File: config.mk
export PLATFORM = sky130hd
export DESIGN_NAME = boot_lock_selfprog_control
export DESIGN_NICKNAME = d
export VERILOG_FILES = /design/src/logic/selfprog_pkg.sv /design/src/logic/boot_lock_selfprog_control.sv
export SDC_FILE = /design/constraint.sdc
export NUM_CORES = 1
export LEC_CHECK = 0
export BUFFER_PORTS_ARGS = -buffer_cell sky130_fd_sc_hd__buf_2
export CORE_MARGIN = 2
export CORE_UTILIZATION = 30
export DETAILED_ROUTE_END_ITERATION = 8
export PLACE_DENSITY = 0.58
export SKIP_LAST_GASP = 1
export SLEW_MARGIN = 10
export SYNTH_ARGS = -nofsm -noshare
export SYNTH_HDL_FRONTEND = slang
export SYNTH_SLANG_ARGS = --single-unit
File: constraint.sdc
create_clock -name I_REF_CLK -period 2.4 [get_ports I_REF_CLK]
set_input_delay 0.48 -clock I_REF_CLK [delete_from_list [all_inputs] [get_ports I_REF_CLK]]
set_output_delay 0.48 -clock I_REF_CLK [all_outputs]
set_load 0.02 [all_outputs]
File: src/logic/selfprog_pkg.sv
`default_nettype none
package selfprog_pkg;
    // register byte offsets on the apb bus
    localparam logic [7:0] OFS_CTRL = 8'h00; // control and status
    localparam logic [7:0] OFS_LOCK = 8'h04; // lock and fuse readback
    // control and status bit positions
    localparam int BIT_IRQ_EN = 7;
    localparam int BIT_BUSY = 6;
    localparam int BIT_SIGNATURE_ROW_READ = 5;
    localparam int BIT_REEN = 4;
    localparam int BIT_LOCKSET = 3;
    localparam int BIT_PAGE_WRITE_CMD = 2;
    localparam int BIT_PAGE_ERASE_CMD = 1;
    localparam int BIT_SELFPROG_ENABLE = 0;
    // accepted command codes in bits 5..0
    localparam logic [5:0] CODE_SIGNATURE_ROW_READ = 6'h21;
    localparam logic [5:0] CODE_REEN = 6'h11;
    localparam logic [5:0] CODE_LOCKSET = 6'h09;
    localparam logic [5:0] CODE_WRITE = 6'h05;
    localparam logic [5:0] CODE_ERASE = 6'h03;
    localparam logic [5:0] CODE_BUFLOAD = 6'h01;
    // reset values
    localparam logic [7:0] CTRL_RST = 8'h00;
    localparam logic [1:0] LOCK_UNPROG = 2'h3;
    localparam logic [1:0] LOCK_PAD = 2'h3;
    // arming windows in clock cycles
    localparam logic [2:0] WIN_STORE = 3'h4;
    localparam logic [2:0] WIN_LOAD = 3'h3;
    // application reset word address
    localparam logic [15:0] APP_RESET_ADDR = 16'h0000;
    // armed command
    typedef enum logic [2:0] {
        CMD_NONE = 3'b000,
        CMD_BUFLOAD = 3'b001,
        CMD_ERASE = 3'b010,
        CMD_WRITE = 3'b011,
        CMD_LOCKSET = 3'b100,
        CMD_REEN = 3'b101,
        CMD_SIGNATURE_ROW_READ = 3'b110
    } cmd_e;
    // protection fields, 1 = unprogrammed
    typedef struct packed {
        logic [1:0] mem;
        logic [1:0] boot; // [1] boot_lock_high, [0] boot_lock_low
        logic [1:0] app; // [1] app_lock_high, [0] app_lock_low
    } lock_s;
    // where the cpu runs and what the current access aims at
    typedef struct packed {
        logic fetch_boot; // instruction fetched from boot loader section
        logic target_boot; // access targets boot loader section
        logic target_conc; // access targets concurrent_read_region
        logic vectors_boot; // interrupt vectors live in boot section
    } cpu_ctx_s;
endpackage : selfprog_pkg
`default_nettype wire

File: src/logic/boot_lock_selfprog_control.sv
`default_nettype none
// Summary of operation
// app lock 11: app section unrestricted
// app lock 10: block stores to app
// app lock 00: block stores, boot-side loads
// app lock 01: block boot-side loads only
// app modes 3,4: mask irqs in app
// boot lock 11 free, 10 blocks stores
// boot high 0 blocks app-side loads
// boot modes 3,4: mask irqs in boot
// vector fuse picks reset address
// software cannot alter fuses
// ready irq while enabled and idle
// region erase/write sets busy flag
// busy cleared by reenable or bufload
// reenable ignored while flash busy; here it still aborts a loaded buffer
// reenable write aborts buffer load
// signature read; store has no effect
// lock set programs from data low
// lock set clears on done/expiry
// lock-set load returns lock or fuse
// enable arms store four cycles
// locks restored only by chip erase; here reset also restores them
// check fetch section and target section
module boot_lock_selfprog_control #(
    parameter logic [15:0] BOOT_RESET_ADDR = 16'h3800, // boot loader reset
    parameter logic [7:0] SIG_BYTE = 8'h5a // arbitrary signature value
) (
    input wire logic I_REF_CLK,
    input wire logic I_NRST,
    input wire logic I_PSEL,
    input wire logic I_PENABLE,
    input wire logic I_PWRITE,
    input wire logic [7:0] I_PADDR,
    input wire logic [31:0] I_PWDATA,
    output logic [31:0] O_PRDATA,
    output logic O_PREADY,
    output logic O_PSLVERR,
    input wire logic I_STORE_INSTR,
    input wire logic I_LOAD_INSTR,
    input wire selfprog_pkg::cpu_ctx_s I_CPU_CTX,
    input wire logic [7:0] I_DATA_LOW,
    input wire logic I_POINTER_LSB,
    input wire logic I_GLOBAL_IRQ,
    input wire logic I_FLASH_DONE,
    input wire logic I_BOOT_VECTOR_SELECT_FUSE,
    input wire logic [7:0] I_FUSE_BYTE,
    input wire logic I_CHIP_ERASE,
    output logic O_STORE_OK,
    output logic O_LOAD_OK,
    output logic O_IRQ_SUPPRESS,
    output logic O_SELFPROG_IRQ,
    output logic [15:0] O_RESET_VECTOR,
    output logic O_CONC_BUSY,
    output logic O_OP_START,
    output logic O_OP_WRITE,
    output logic O_BUF_LOAD,
    output logic O_BUF_DISCARD,
    output logic O_LOAD_VALID,
    output logic [7:0] O_LOAD_DATA
);
    import selfprog_pkg::*;

    // pin synchronisers, first stage read only by the second
    logic vfuse_meta_ff, vfuse_ff;
    logic [7:0] fbyte_meta_ff, fbyte_ff;
    logic cerase_meta_ff, cerase_ff;
    // apb slave state
    logic pready_ff, pslverr_ff;
    logic [31:0] prdata_ff;
    // control state
    logic irq_en_ff; // ready interrupt enable
    cmd_e cmd_ff; // armed or running command
    logic [2:0] win_ff; // cycles left in arming window
    logic op_busy_ff; // erase or write running
    logic op_write_ff; // running op is a page write
    logic busy_ff; // concurrent_region_busy
    logic loading_ff; // temporary buffer holds data
    lock_s lock_ff; // protection fields
    // registered outputs
    logic store_ok_ff, load_ok_ff, irq_sup_ff, irq_ff;
    logic [15:0] rvec_ff;
    logic op_start_ff, buf_load_ff, buf_disc_ff, ld_valid_ff;
    logic [7:0] ld_data_ff;

    // decoded helpers
    logic apb_acc, apb_done, addr_ok, ctrl_wr;
    logic spm_hit, lpm_hit, win_end, reen_abort;
    logic store_ok_c, load_ok_c, irq_sup_c;
    logic [7:0] ctrl_rd;
    cmd_e cmd_dec;

    // write code decode; anything else leaves commands unchanged
    // unknown codes only touch bit 7, and bit 4 still aborts a buffer load
    always_comb begin
        case (I_PWDATA[5:0])
            CODE_SIGNATURE_ROW_READ: cmd_dec = CMD_SIGNATURE_ROW_READ;
            CODE_REEN: cmd_dec = CMD_REEN;
            CODE_LOCKSET: cmd_dec = CMD_LOCKSET;
            CODE_WRITE: cmd_dec = CMD_WRITE;
            CODE_ERASE: cmd_dec = CMD_ERASE;
            CODE_BUFLOAD: cmd_dec = CMD_BUFLOAD;
            default: cmd_dec = CMD_NONE;
        endcase
    end

    // two-flop synchronisers for pin inputs
    // reset to idle pin levels
    always_ff @(posedge I_REF_CLK or negedge I_NRST) begin
        if (!I_NRST) begin
            vfuse_meta_ff <= 1'b1;
            vfuse_ff <= 1'b1;
            fbyte_meta_ff <= 8'hff;
            fbyte_ff <= 8'hff;
            cerase_meta_ff <= 1'b0;
            cerase_ff <= 1'b0;
        end else begin
            vfuse_meta_ff <= I_BOOT_VECTOR_SELECT_FUSE;
            vfuse_ff <= vfuse_meta_ff;
            fbyte_meta_ff <= I_FUSE_BYTE;
            fbyte_ff <= fbyte_meta_ff;
            cerase_meta_ff <= I_CHIP_ERASE;
            cerase_ff <= cerase_meta_ff;
        end
    end

    // apb: one wait state, answer on second access cycle
    // unmapped offsets read as zero
    assign apb_acc = I_PSEL & I_PENABLE;
    assign apb_done = apb_acc & pready_ff;
    assign addr_ok = (I_PADDR == OFS_CTRL) | (I_PADDR == OFS_LOCK);
    assign ctrl_wr = apb_done & I_PWRITE & (I_PADDR == OFS_CTRL);

    // status readback; enable bit stays high during a running op
    // busy is a flag, not a command
    always_comb begin
        ctrl_rd = CTRL_RST;
        ctrl_rd[BIT_IRQ_EN] = irq_en_ff;
        ctrl_rd[BIT_BUSY] = busy_ff;
        ctrl_rd[BIT_SIGNATURE_ROW_READ] = (cmd_ff == CMD_SIGNATURE_ROW_READ);
        ctrl_rd[BIT_REEN] = (cmd_ff == CMD_REEN);
        ctrl_rd[BIT_LOCKSET] = (cmd_ff == CMD_LOCKSET);
        ctrl_rd[BIT_PAGE_WRITE_CMD] = (cmd_ff == CMD_WRITE);
        ctrl_rd[BIT_PAGE_ERASE_CMD] = (cmd_ff == CMD_ERASE);
        ctrl_rd[BIT_SELFPROG_ENABLE] = (cmd_ff != CMD_NONE);
    end

    // apb answer flops
    always_ff @(posedge I_REF_CLK or negedge I_NRST) begin
        if (!I_NRST) begin
            pready_ff <= 1'b0;
            pslverr_ff <= 1'b0;
            prdata_ff <= 32'h0000_0000;
        end else begin
            pready_ff <= apb_acc & ~pready_ff;
            pslverr_ff <= apb_acc & ~pready_ff & ~addr_ok; // unmapped
            if (apb_acc && !pready_ff) begin
                if (I_PADDR == OFS_CTRL) begin
                    prdata_ff <= {24'h000000, ctrl_rd};
                end else if (I_PADDR == OFS_LOCK) begin
                    // fuse byte is read only: no write path exists
                    prdata_ff <= {15'h0000, vfuse_ff, fbyte_ff, LOCK_PAD, lock_ff};
                end else begin
                    prdata_ff <= 32'h0000_0000;
                end
            end
        end
    end

    // store permission from fetch and target sections
    // app code can never start an op
    always_comb begin
        store_ok_c = I_CPU_CTX.fetch_boot; // stores only run from boot code
        if (I_CPU_CTX.target_boot) begin
            store_ok_c = store_ok_c & lock_ff.boot[0];
        end else begin
            store_ok_c = store_ok_c & lock_ff.app[0];
        end
        // busy region refuses every access
        if (busy_ff && I_CPU_CTX.target_conc) begin
            store_ok_c = 1'b0;
        end
    end

    // load permission, cross-section reads gated by high lock bit
    // same-section reads stay open
    always_comb begin
        load_ok_c = 1'b1;
        if (!I_CPU_CTX.target_boot && I_CPU_CTX.fetch_boot) begin
            load_ok_c = lock_ff.app[1];
        end else if (I_CPU_CTX.target_boot && !I_CPU_CTX.fetch_boot) begin
            load_ok_c = lock_ff.boot[1];
        end
        if (busy_ff && I_CPU_CTX.target_conc) begin
            load_ok_c = 1'b0;
        end
    end

    // interrupt masking by section and vector placement
    // only the high lock bit matters
    always_comb begin
        irq_sup_c = 1'b0;
        if (!lock_ff.app[1] && I_CPU_CTX.vectors_boot && !I_CPU_CTX.fetch_boot) begin
            irq_sup_c = 1'b1;
        end
        if (!lock_ff.boot[1] && !I_CPU_CTX.vectors_boot && I_CPU_CTX.fetch_boot) begin
            irq_sup_c = 1'b1;
        end
    end

    // a store counts only while armed and inside the window
    assign spm_hit = I_STORE_INSTR & (cmd_ff != CMD_NONE) & ~op_busy_ff & (win_ff != 3'h0);
    // loads get one cycle less than stores
    assign lpm_hit = I_LOAD_INSTR & (win_ff > (WIN_STORE - WIN_LOAD))
        & ((cmd_ff == CMD_SIGNATURE_ROW_READ) | (cmd_ff == CMD_LOCKSET));
    assign win_end = (win_ff == 3'h1) & ~op_busy_ff;
    // reenable bit written while buffer holds data
    assign reen_abort = ctrl_wr & I_PWDATA[BIT_REEN] & loading_ff;

    // interrupt enable is plain read/write
    always_ff @(posedge I_REF_CLK or negedge I_NRST) begin
        if (!I_NRST) begin
            irq_en_ff <= 1'b0;
        end else if (ctrl_wr) begin
            irq_en_ff <= I_PWDATA[BIT_IRQ_EN];
        end
    end

    // command arming, window count and running op
    // a store beats a write in one cycle
    always_ff @(posedge I_REF_CLK or negedge I_NRST) begin
        if (!I_NRST) begin
            cmd_ff <= CMD_NONE;
            win_ff <= 3'h0;
            op_busy_ff <= 1'b0;
            op_write_ff <= 1'b0;
        end else if (op_busy_ff) begin
            // command writes ignored until the flash reports done
            if (I_FLASH_DONE) begin
                op_busy_ff <= 1'b0;
                cmd_ff <= CMD_NONE; // enable auto-clears on done
            end
        end else if (spm_hit) begin
            win_ff <= 3'h0;
            if (((cmd_ff == CMD_ERASE) || (cmd_ff == CMD_WRITE)) && store_ok_c) begin
                op_busy_ff <= 1'b1;
                op_write_ff <= (cmd_ff == CMD_WRITE);
            end else begin
                cmd_ff <= CMD_NONE; // single store consumes the arming
            end
        end else if (ctrl_wr && (cmd_dec != CMD_NONE)) begin
            cmd_ff <= cmd_dec;
            win_ff <= WIN_STORE;
        end else if (win_end) begin
            cmd_ff <= CMD_NONE; // unused window expires
            win_ff <= 3'h0;
        end else if (win_ff != 3'h0) begin
            win_ff <= win_ff - 3'h1;
        end
    end

    // concurrent_region_busy flag; setting has priority over clearing
    // both need a store, so never together
    always_ff @(posedge I_REF_CLK or negedge I_NRST) begin
        if (!I_NRST) begin
            busy_ff <= 1'b0;
        end else if (spm_hit && store_ok_c && I_CPU_CTX.target_conc
            && ((cmd_ff == CMD_ERASE) || (cmd_ff == CMD_WRITE))) begin
            busy_ff <= 1'b1;
        end else if (spm_hit && ((cmd_ff == CMD_REEN) || (cmd_ff == CMD_BUFLOAD))) begin
            busy_ff <= 1'b0;
        end
    end

    // buffer occupancy; write and reenable empty it
    // a store wins over an abort
    always_ff @(posedge I_REF_CLK or negedge I_NRST) begin
        if (!I_NRST) begin
            loading_ff <= 1'b0;
        end else if (spm_hit && (cmd_ff == CMD_BUFLOAD)) begin
            loading_ff <= 1'b1;
        end else if (reen_abort) begin
            loading_ff <= 1'b0;
        end else if (op_busy_ff && op_write_ff && I_FLASH_DONE) begin
            loading_ff <= 1'b0;
        end
    end

    // lock fields only move toward programmed; erase restores
    // erase pin wins over lock setting
    always_ff @(posedge I_REF_CLK or negedge I_NRST) begin
        if (!I_NRST) begin
            lock_ff <= {LOCK_UNPROG, LOCK_UNPROG, LOCK_UNPROG};
        end else if (cerase_ff) begin
            lock_ff <= {LOCK_UNPROG, LOCK_UNPROG, LOCK_UNPROG};
        end else if (spm_hit && (cmd_ff == CMD_LOCKSET)) begin
            // pointer and data high ignored
            lock_ff <= lock_ff & I_DATA_LOW[5:0];
        end
    end

    // one-cycle strobes toward the flash macro and buffer
    always_ff @(posedge I_REF_CLK or negedge I_NRST) begin
        if (!I_NRST) begin
            op_start_ff <= 1'b0;
            buf_load_ff <= 1'b0;
            buf_disc_ff <= 1'b0;
        end else begin
            op_start_ff <= spm_hit & store_ok_c
                & ((cmd_ff == CMD_ERASE) | (cmd_ff == CMD_WRITE));
            buf_load_ff <= spm_hit & (cmd_ff == CMD_BUFLOAD);
            buf_disc_ff <= reen_abort;
        end
    end

    // special load answers: signature or lock/fuse byte
    always_ff @(posedge I_REF_CLK or negedge I_NRST) begin
        if (!I_NRST) begin
            ld_valid_ff <= 1'b0;
            ld_data_ff <= 8'h00;
        end else begin
            ld_valid_ff <= lpm_hit;
            if (lpm_hit) begin
                if (cmd_ff == CMD_SIGNATURE_ROW_READ) begin
                    ld_data_ff <= SIG_BYTE;
                end else if (I_POINTER_LSB) begin
                    ld_data_ff <= fbyte_ff;
                end else begin
                    ld_data_ff <= {LOCK_PAD, lock_ff};
                end
            end
        end
    end

    // registered permissions, vector and interrupt request
    always_ff @(posedge I_REF_CLK or negedge I_NRST) begin
        if (!I_NRST) begin
            store_ok_ff <= 1'b0;
            load_ok_ff <= 1'b0;
            irq_sup_ff <= 1'b0;
            irq_ff <= 1'b0;
            rvec_ff <= APP_RESET_ADDR;
        end else begin
            store_ok_ff <= store_ok_c;
            load_ok_ff <= load_ok_c;
            irq_sup_ff <= irq_sup_c;
            // level request while enable bit is clear
            irq_ff <= irq_en_ff & I_GLOBAL_IRQ & (cmd_ff == CMD_NONE);
            // fuse is a pin only, software has no path to it
            rvec_ff <= vfuse_ff ? APP_RESET_ADDR : BOOT_RESET_ADDR;
        end
    end

    assign O_PRDATA = prdata_ff;
    assign O_PREADY = pready_ff;
    assign O_PSLVERR = pslverr_ff;
    assign O_STORE_OK = store_ok_ff;
    assign O_LOAD_OK = load_ok_ff;
    assign O_IRQ_SUPPRESS = irq_sup_ff;
    assign O_SELFPROG_IRQ = irq_ff;
    assign O_RESET_VECTOR = rvec_ff;
    assign O_CONC_BUSY = busy_ff;
    assign O_OP_START = op_start_ff;
    assign O_OP_WRITE = op_write_ff;
    assign O_BUF_LOAD = buf_load_ff;
    assign O_BUF_DISCARD = buf_disc_ff;
    assign O_LOAD_VALID = ld_valid_ff;
    assign O_LOAD_DATA = ld_data_ff;
endmodule : boot_lock_selfprog_control
`default_nettype wire

==> metrics, run 1 <==
status completed; Tmin final 2100 ps; vias in the first global route 2481; initial DRC count 95; commonest non-fill, non-tap cell in the layout buf_2; Leakage 1.96 nW; drt total wl 7.81 mm; Flop pwr share 51.4%; Rel. slew slack 65.2%; GR Util met2 22.3%; die width 108 um; Mapped Cells 305; CP Launch Point I_PADDR[5]; Placer Congestion 0.782; WL/cell 14.5 um; Max rail drop VDD 217 uV; non-filler instance count after layout 538; net switching power 771 uW; Clock power frac 33.5%; Hold/Removal Path Class input pin to asynchronous set/reset pin; maximum number of pins on one net before global-route repair 74; placed insts 522; Max FO, Critical Path 7; nets 468; clk sinks 73; hold buffers post-CTS 0; drt first pass iters 4; Post-synth EDFFs 0; Synth top area share 37.5%; Longest Clk Path Bufs 2; R2R Setup Slk 510 ps; first-pass GRT wire length 12.6 mm; CTS Buf Count 9; Final Hold Viols 0; H-tree levels 3; drc violations 0; number of vias per cell 4.63; GR Util met3 3.80%; critical path class input pin to flip-flop; Area Overhead vs Synth 20.6%; CTS Root Cell clkbuf_8; Pwr Total 2.59 mW; critical path endpoint category flip-flop; WP data arrival 2330 ps; Die Area 11700 sq um; Avg Inst Size Synth 10.7 sq um; r2r startpoint win_ff[0]; synth top area cells dfrtp_1, dfstp_2, buf_4; RSZ-0062 raised after global routing no; CP startpoint kind input pin; Max-Cap Viols 0; layout cells sized above 1 35.7%; count of cell types in the netlist 53; FF-to-FF End O_OP_WRITE; initial antenna violation count 0; switching part of the total 29.8%; internal power 1.82 mW; Vias 2489; Worst-Skew Late Latency 360 ps; Max Freq 476 MHz; Yosys warning count 0; Initial Util 30.4%; Top FF cell, synth dfrtp_1; CP endpoint win_ff[0]; required time of the critical path 2630 ps; num rows 38; ys async rst share 100%; Worst R2R Path Depth 6; Resize count post-CTS 0; Final ANT Viol Nets 0; Least-Margin Pin Slew 523 ps; #FFs+latches synth 73; area leader, netlist dfrtp_1; Ant. Diodes 0; max-slew violations 0; fin util 36.7%; P per Cell Area 656 nW/um^2; CTS tree done; HPWL after DPL 5.54 mm; combinational share of power 15.2%; final worst path period share 87.5%; Die Y 108 um; Max Clock Skew 11.5 ps; IO Count 140; final setup fails 0; GRT Overall Usage 14.4%; synthesized area 3270 sq um; Seq/Total Area, Yosys 56.8%; CORE AREA 10700 sq um; post-CTS setup buffers 0; most frequent cells in the layout buf_2, dfrtp_1, nand2_1; GR Overflow Total 0; IO Port Bufs 84; register clock-pin slew on the reported worst setup and hold paths 80 ps; grt peak-use layer met2; met1 Use GR 18.4%
power groups by stage:
stage	Sequential, mW	Combinational [mW]	Clock [mW]
floorplan	1.35	0.286	0
global placement	1.35	0.367	0
detailed placement	1.35	0.382	0
CTS	1.33	0.388	0.893
global route	1.34	0.439	0.956
finish	1.33	0.392	0.866
cell type report:
class / instances / area (sq um)
inverters: 8 / 30.0
multi-input cells: 208 / 1210
flip-flops and latches: 73 / 1860
repair buffers: 93 / 503
well taps: 140 / 175
fillers: 1120 / 6800
clock buffers: 10 / 128
clock inverters: 6 / 43.8
cell families after synthesis:
| kind of cell | after synthesis | share of synthesized area [%] |
|---|---|---|
| AO/OA/AOI/OAI | 64 | 13.8 |
| AND/OR/NAND/NOR | 104 | 15.9 |
| XOR/XNOR | 2 | 0.536 |
| buffers and inverters | 51 | 9.38 |
| flip-flops | 73 | 56.8 |
| adder cells (fa/ha/maj) | 4 | 1.45 |
| multiplexers | 6 | 1.95 |
| other | 1 | 0.115 |
layer usage:
layer,part of all wire [%],vias to the layer above
li1,-,1190
met4,2.1,0
met3,6.3,10
met2,47,92
met5,0,-
met1,44,1197
how the worst min path moves through the flow:
| stage | startpoint | endpoint | cells after the start |
|---|---|---|---|
| 6_report | I_NRST | O_IRQ_SUPPRESS | 2 |
| 5_1_grt | I_NRST | O_STORE_OK | 2 |
| 4_1_cts | I_NRST | O_PRDATA[5] | 2 |
| 3_5_place_dp | cerase_meta_ff | cerase_ff | 0 |
| 2_1_floorplan | I_NRST | O_BUF_DISCARD | 0 |
| 3_3_place_gp | cerase_meta_ff | cerase_ff | 0 |
registers in the layout, indices dropped and copies added, names as in the netlist, 3 cells and up:
signal	cells
fbyte_meta_ff	8
win_ff	3
cmd_ff	3
O_PRDATA	17
lock_ff	6
O_LOAD_DATA	8
fbyte_ff	8
synthesized netlist by cell type (all sizes together), types with 4 or more instances:
cell type / count
inv: 8
buf: 32
o21ai: 22
nand3: 12
dfstp: 24
nand2b: 9
nand2: 41
o31ai: 5
nor2b: 7
nor2: 14
dfrtp: 49
clkbuf: 11
o211ai: 4
per-stage QoR:
step | hold WS (ps) | setup WS, ps | area [sq um] | TNS, ps
6_report | 117 | 301 | 3940 | 0
5_1_grt | 136 | 299 | 3940 | 0
4_1_cts | 130 | 351 | 3940 | 0
3_5_place_dp | 342 | -37.4 | 3770 | -144
3_3_place_gp | 334 | -32.5 | 3770 | -70.0
2_1_floorplan | 184 | 136 | 3370 | 0
critical path, cell delays in order:
cell and delay (ps):
buf_2 90, or4_4 520, or4_1 670, o311ai_0 400
o41ai_1 150
Power figures use the tool's default switching activity.
==> inputs of run 2 (changes only) <==
--- a/config.mk
+++ b/config.mk
@@ -6,7 +6,6 @@
 export NUM_CORES = 1
 export LEC_CHECK = 0
 export BUFFER_PORTS_ARGS = -buffer_cell sky130_fd_sc_hd__buf_2
-export CORE_MARGIN = 2
 export CORE_UTILIZATION = 30
 export DETAILED_ROUTE_END_ITERATION = 8
 export PLACE_DENSITY = 0.58
==> metrics, run 2 (synthesis gave the netlist of run 1 again) <==
net switching power 750 uW (-2.8%); Max FO, Critical Path 7 (unchanged); Max Freq 482 MHz (+1.1%); IO Count 140 (unchanged); Max Clock Skew 7.54 ps (-3.94 ps); CTS tree done; Max-Cap Viols 0 (unchanged); post-CTS setup buffers 0 (unchanged); number of buffers and inverters on the critical path 1 (unchanged); RSZ-0062 raised after global routing no; CP max-delay cell or4_1; final setup fails 0 (unchanged); worst slack, placed -42.3 ps (-4.98 ps); worst path cell trace buf_2 -> or4_4 -> or4_1 -> o2111a_1 -> a211o_1; WL/cell 13.9 um (-4.5%); WP data arrival 2320 ps (about the same); switching part of the total 26.5% (-3.3 points); critical path endpoint category flip-flop; hold buffers post-CTS 0 (unchanged); crit-path max cell delay 670 ps (about the same); initial antenna violation count 0 (unchanged); number of vias per cell 4.59 (-0.81%); GRT Overall Usage 14.0% (-0.41 points); maximum number of pins on one net before global-route repair 51 (-31%); P per Cell Area 705 nW/um^2 (+7.4%); num rows 37 (-2.6%); max-slew violations 0 (unchanged); layout cells sized above 1 36.1% (+0.41 points); CTS Root Cell clkbuf_8; IO Port Bufs 84 (unchanged); Filler Cells Inserted 1063 (-5.1%); design area 4010 sq um (+1.7%); critical path class input pin to flip-flop; clk sinks 73 (unchanged); Die Y 106 um (-1.8%); first-pass GRT wire length 12.0 mm (-4.9%); HPWL after DPL 5.44 mm (-1.9%); required time of the critical path 2640 ps (about the same); die width 106 um (-1.8%); Longest Clk Path Bufs 2 (unchanged); final worst slack 324 ps (+23.4 ps); vias in the first global route 2400 (-3.3%); Setup TNS 0 ps (unchanged); drc violations 0 (unchanged); max reg flops 17 (unchanged); Leakage 2.01 nW (+2.5%); Resize count post-CTS 0 (unchanged); Initial Util 31.2% (+0.82 points); Hold/Removal Path Class input pin to asynchronous set/reset pin; non-filler instance count after layout 535 (-0.56%); Flop pwr share 47.0% (-4.4 points); status completed; commonest non-fill, non-tap cell in the layout buf_2; Tmin final 2080 ps (-23.4 ps); combinational share of power 13.2% (-2.0 points); drt first pass iters 4 (unchanged); GR Overflow Total 0 (unchanged); drt total wl 7.42 mm (-5.0%); Die Area 11300 sq um (-3.7%); final worst path period share 86.5% (-0.97 points); placed insts 519 (-0.57%); Area Overhead vs Synth 22.7%; most frequent cells in the layout buf_2, dfrtp_1, nand2_1; register clock-pin slew on the reported worst setup and hold paths 80 ps (about the same); Final Hold Viols 0 (unchanged); Pwr Total 2.83 mW (+9.3%); CTS Buf Count 9 (unchanged); Rel. slew slack 61.9% (-3.3 points); Clock power frac 39.8% (+6.3 points); initial DRC count 88 (-7.4%); placement-stage cell area 3770 sq um (unchanged); Max rail drop VDD 297 uV (+37%); CP startpoint kind input pin; Placer Congestion 0.770 (-1.5%); CORE AREA 10500 sq um (-2.6%); Final ANT Viol Nets 0 (unchanged); cell family with most CP delay simple AND/OR/NAND/NOR gates; Ant. Diodes 0 (unchanged); Vias 2455 (-1.4%); Least-Margin Pin Slew 572 ps (+49.5 ps); internal power 2.08 mW (+14%); H-tree levels 3 (unchanged); nets 469 (+0.21%); Worst-Skew Late Latency 360 ps (about the same)
==> run 2: per-layer routing <==
metal	GRT usage (%)	wire [um]	up-vias
met5	0	0	-
met4	4.56	13	0
met3	4.54	367	2
met2	22.7	3680	82
met1	17.6	3360	1185
li1	-	-	1186
==> run 2: path summary, 6_finish.rpt <==
path / endpoint / cells past startpoint / slack [ps] / from
setup / recovery: cmd_ff[1] / 5 / 320 / I_PADDR[5]
hold / removal: O_RESET_VECTOR[12] / 1 / 110 / I_NRST
setup reg to reg: cmd_ff[0] / 4 / 620 / cmd_ff[2]
hold reg to reg: fbyte_ff[3] / 0 / 360 / fbyte_meta_ff[3]
max in group asynchronous: fbyte_ff[1] / 2 / 1570 / I_NRST
min in group I_REF_CLK: vfuse_meta_ff / 1 / 210 / I_BOOT_VECTOR_SELECT_FUSE
==> run 2: area by class of cell <==
cell class	count	area, sq um	share of cell area, %
timing repair buffer	94	508	12.7
sequential	73	1860	46.3
clock inverter	4	52.6	1.31
clock buffer	12	188	4.68
multi-input combinational	208	1210	30.1
tap	136	170	4.24
inverter	8	30.0	0.749
==> run 2: metrics by stage <==
stage | util, % | hold WS [ps]
3_3_place_gp | 36.0 | 332
3_5_place_dp | 36.0 | 347
6_report | 38.3 | 110
5_1_grt | 38.3 | 136
4_1_cts | 38.3 | 126
2_1_floorplan | - | 184
==> run 2: power by group through the flow <==
| stage | clock network, mW | logic (mW) | registers [mW] |
|---|---|---|---|
| 2_1_floorplan | 0 | 0.286 | 1.35 |
| 3_3_place_gp | 0 | 0.370 | 1.35 |
| 3_5_place_dp | 0 | 0.376 | 1.35 |
| 4_1_cts | 1.16 | 0.377 | 1.33 |
| 5_1_grt | 1.21 | 0.424 | 1.34 |
| 6_report | 1.12 | 0.373 | 1.33 |
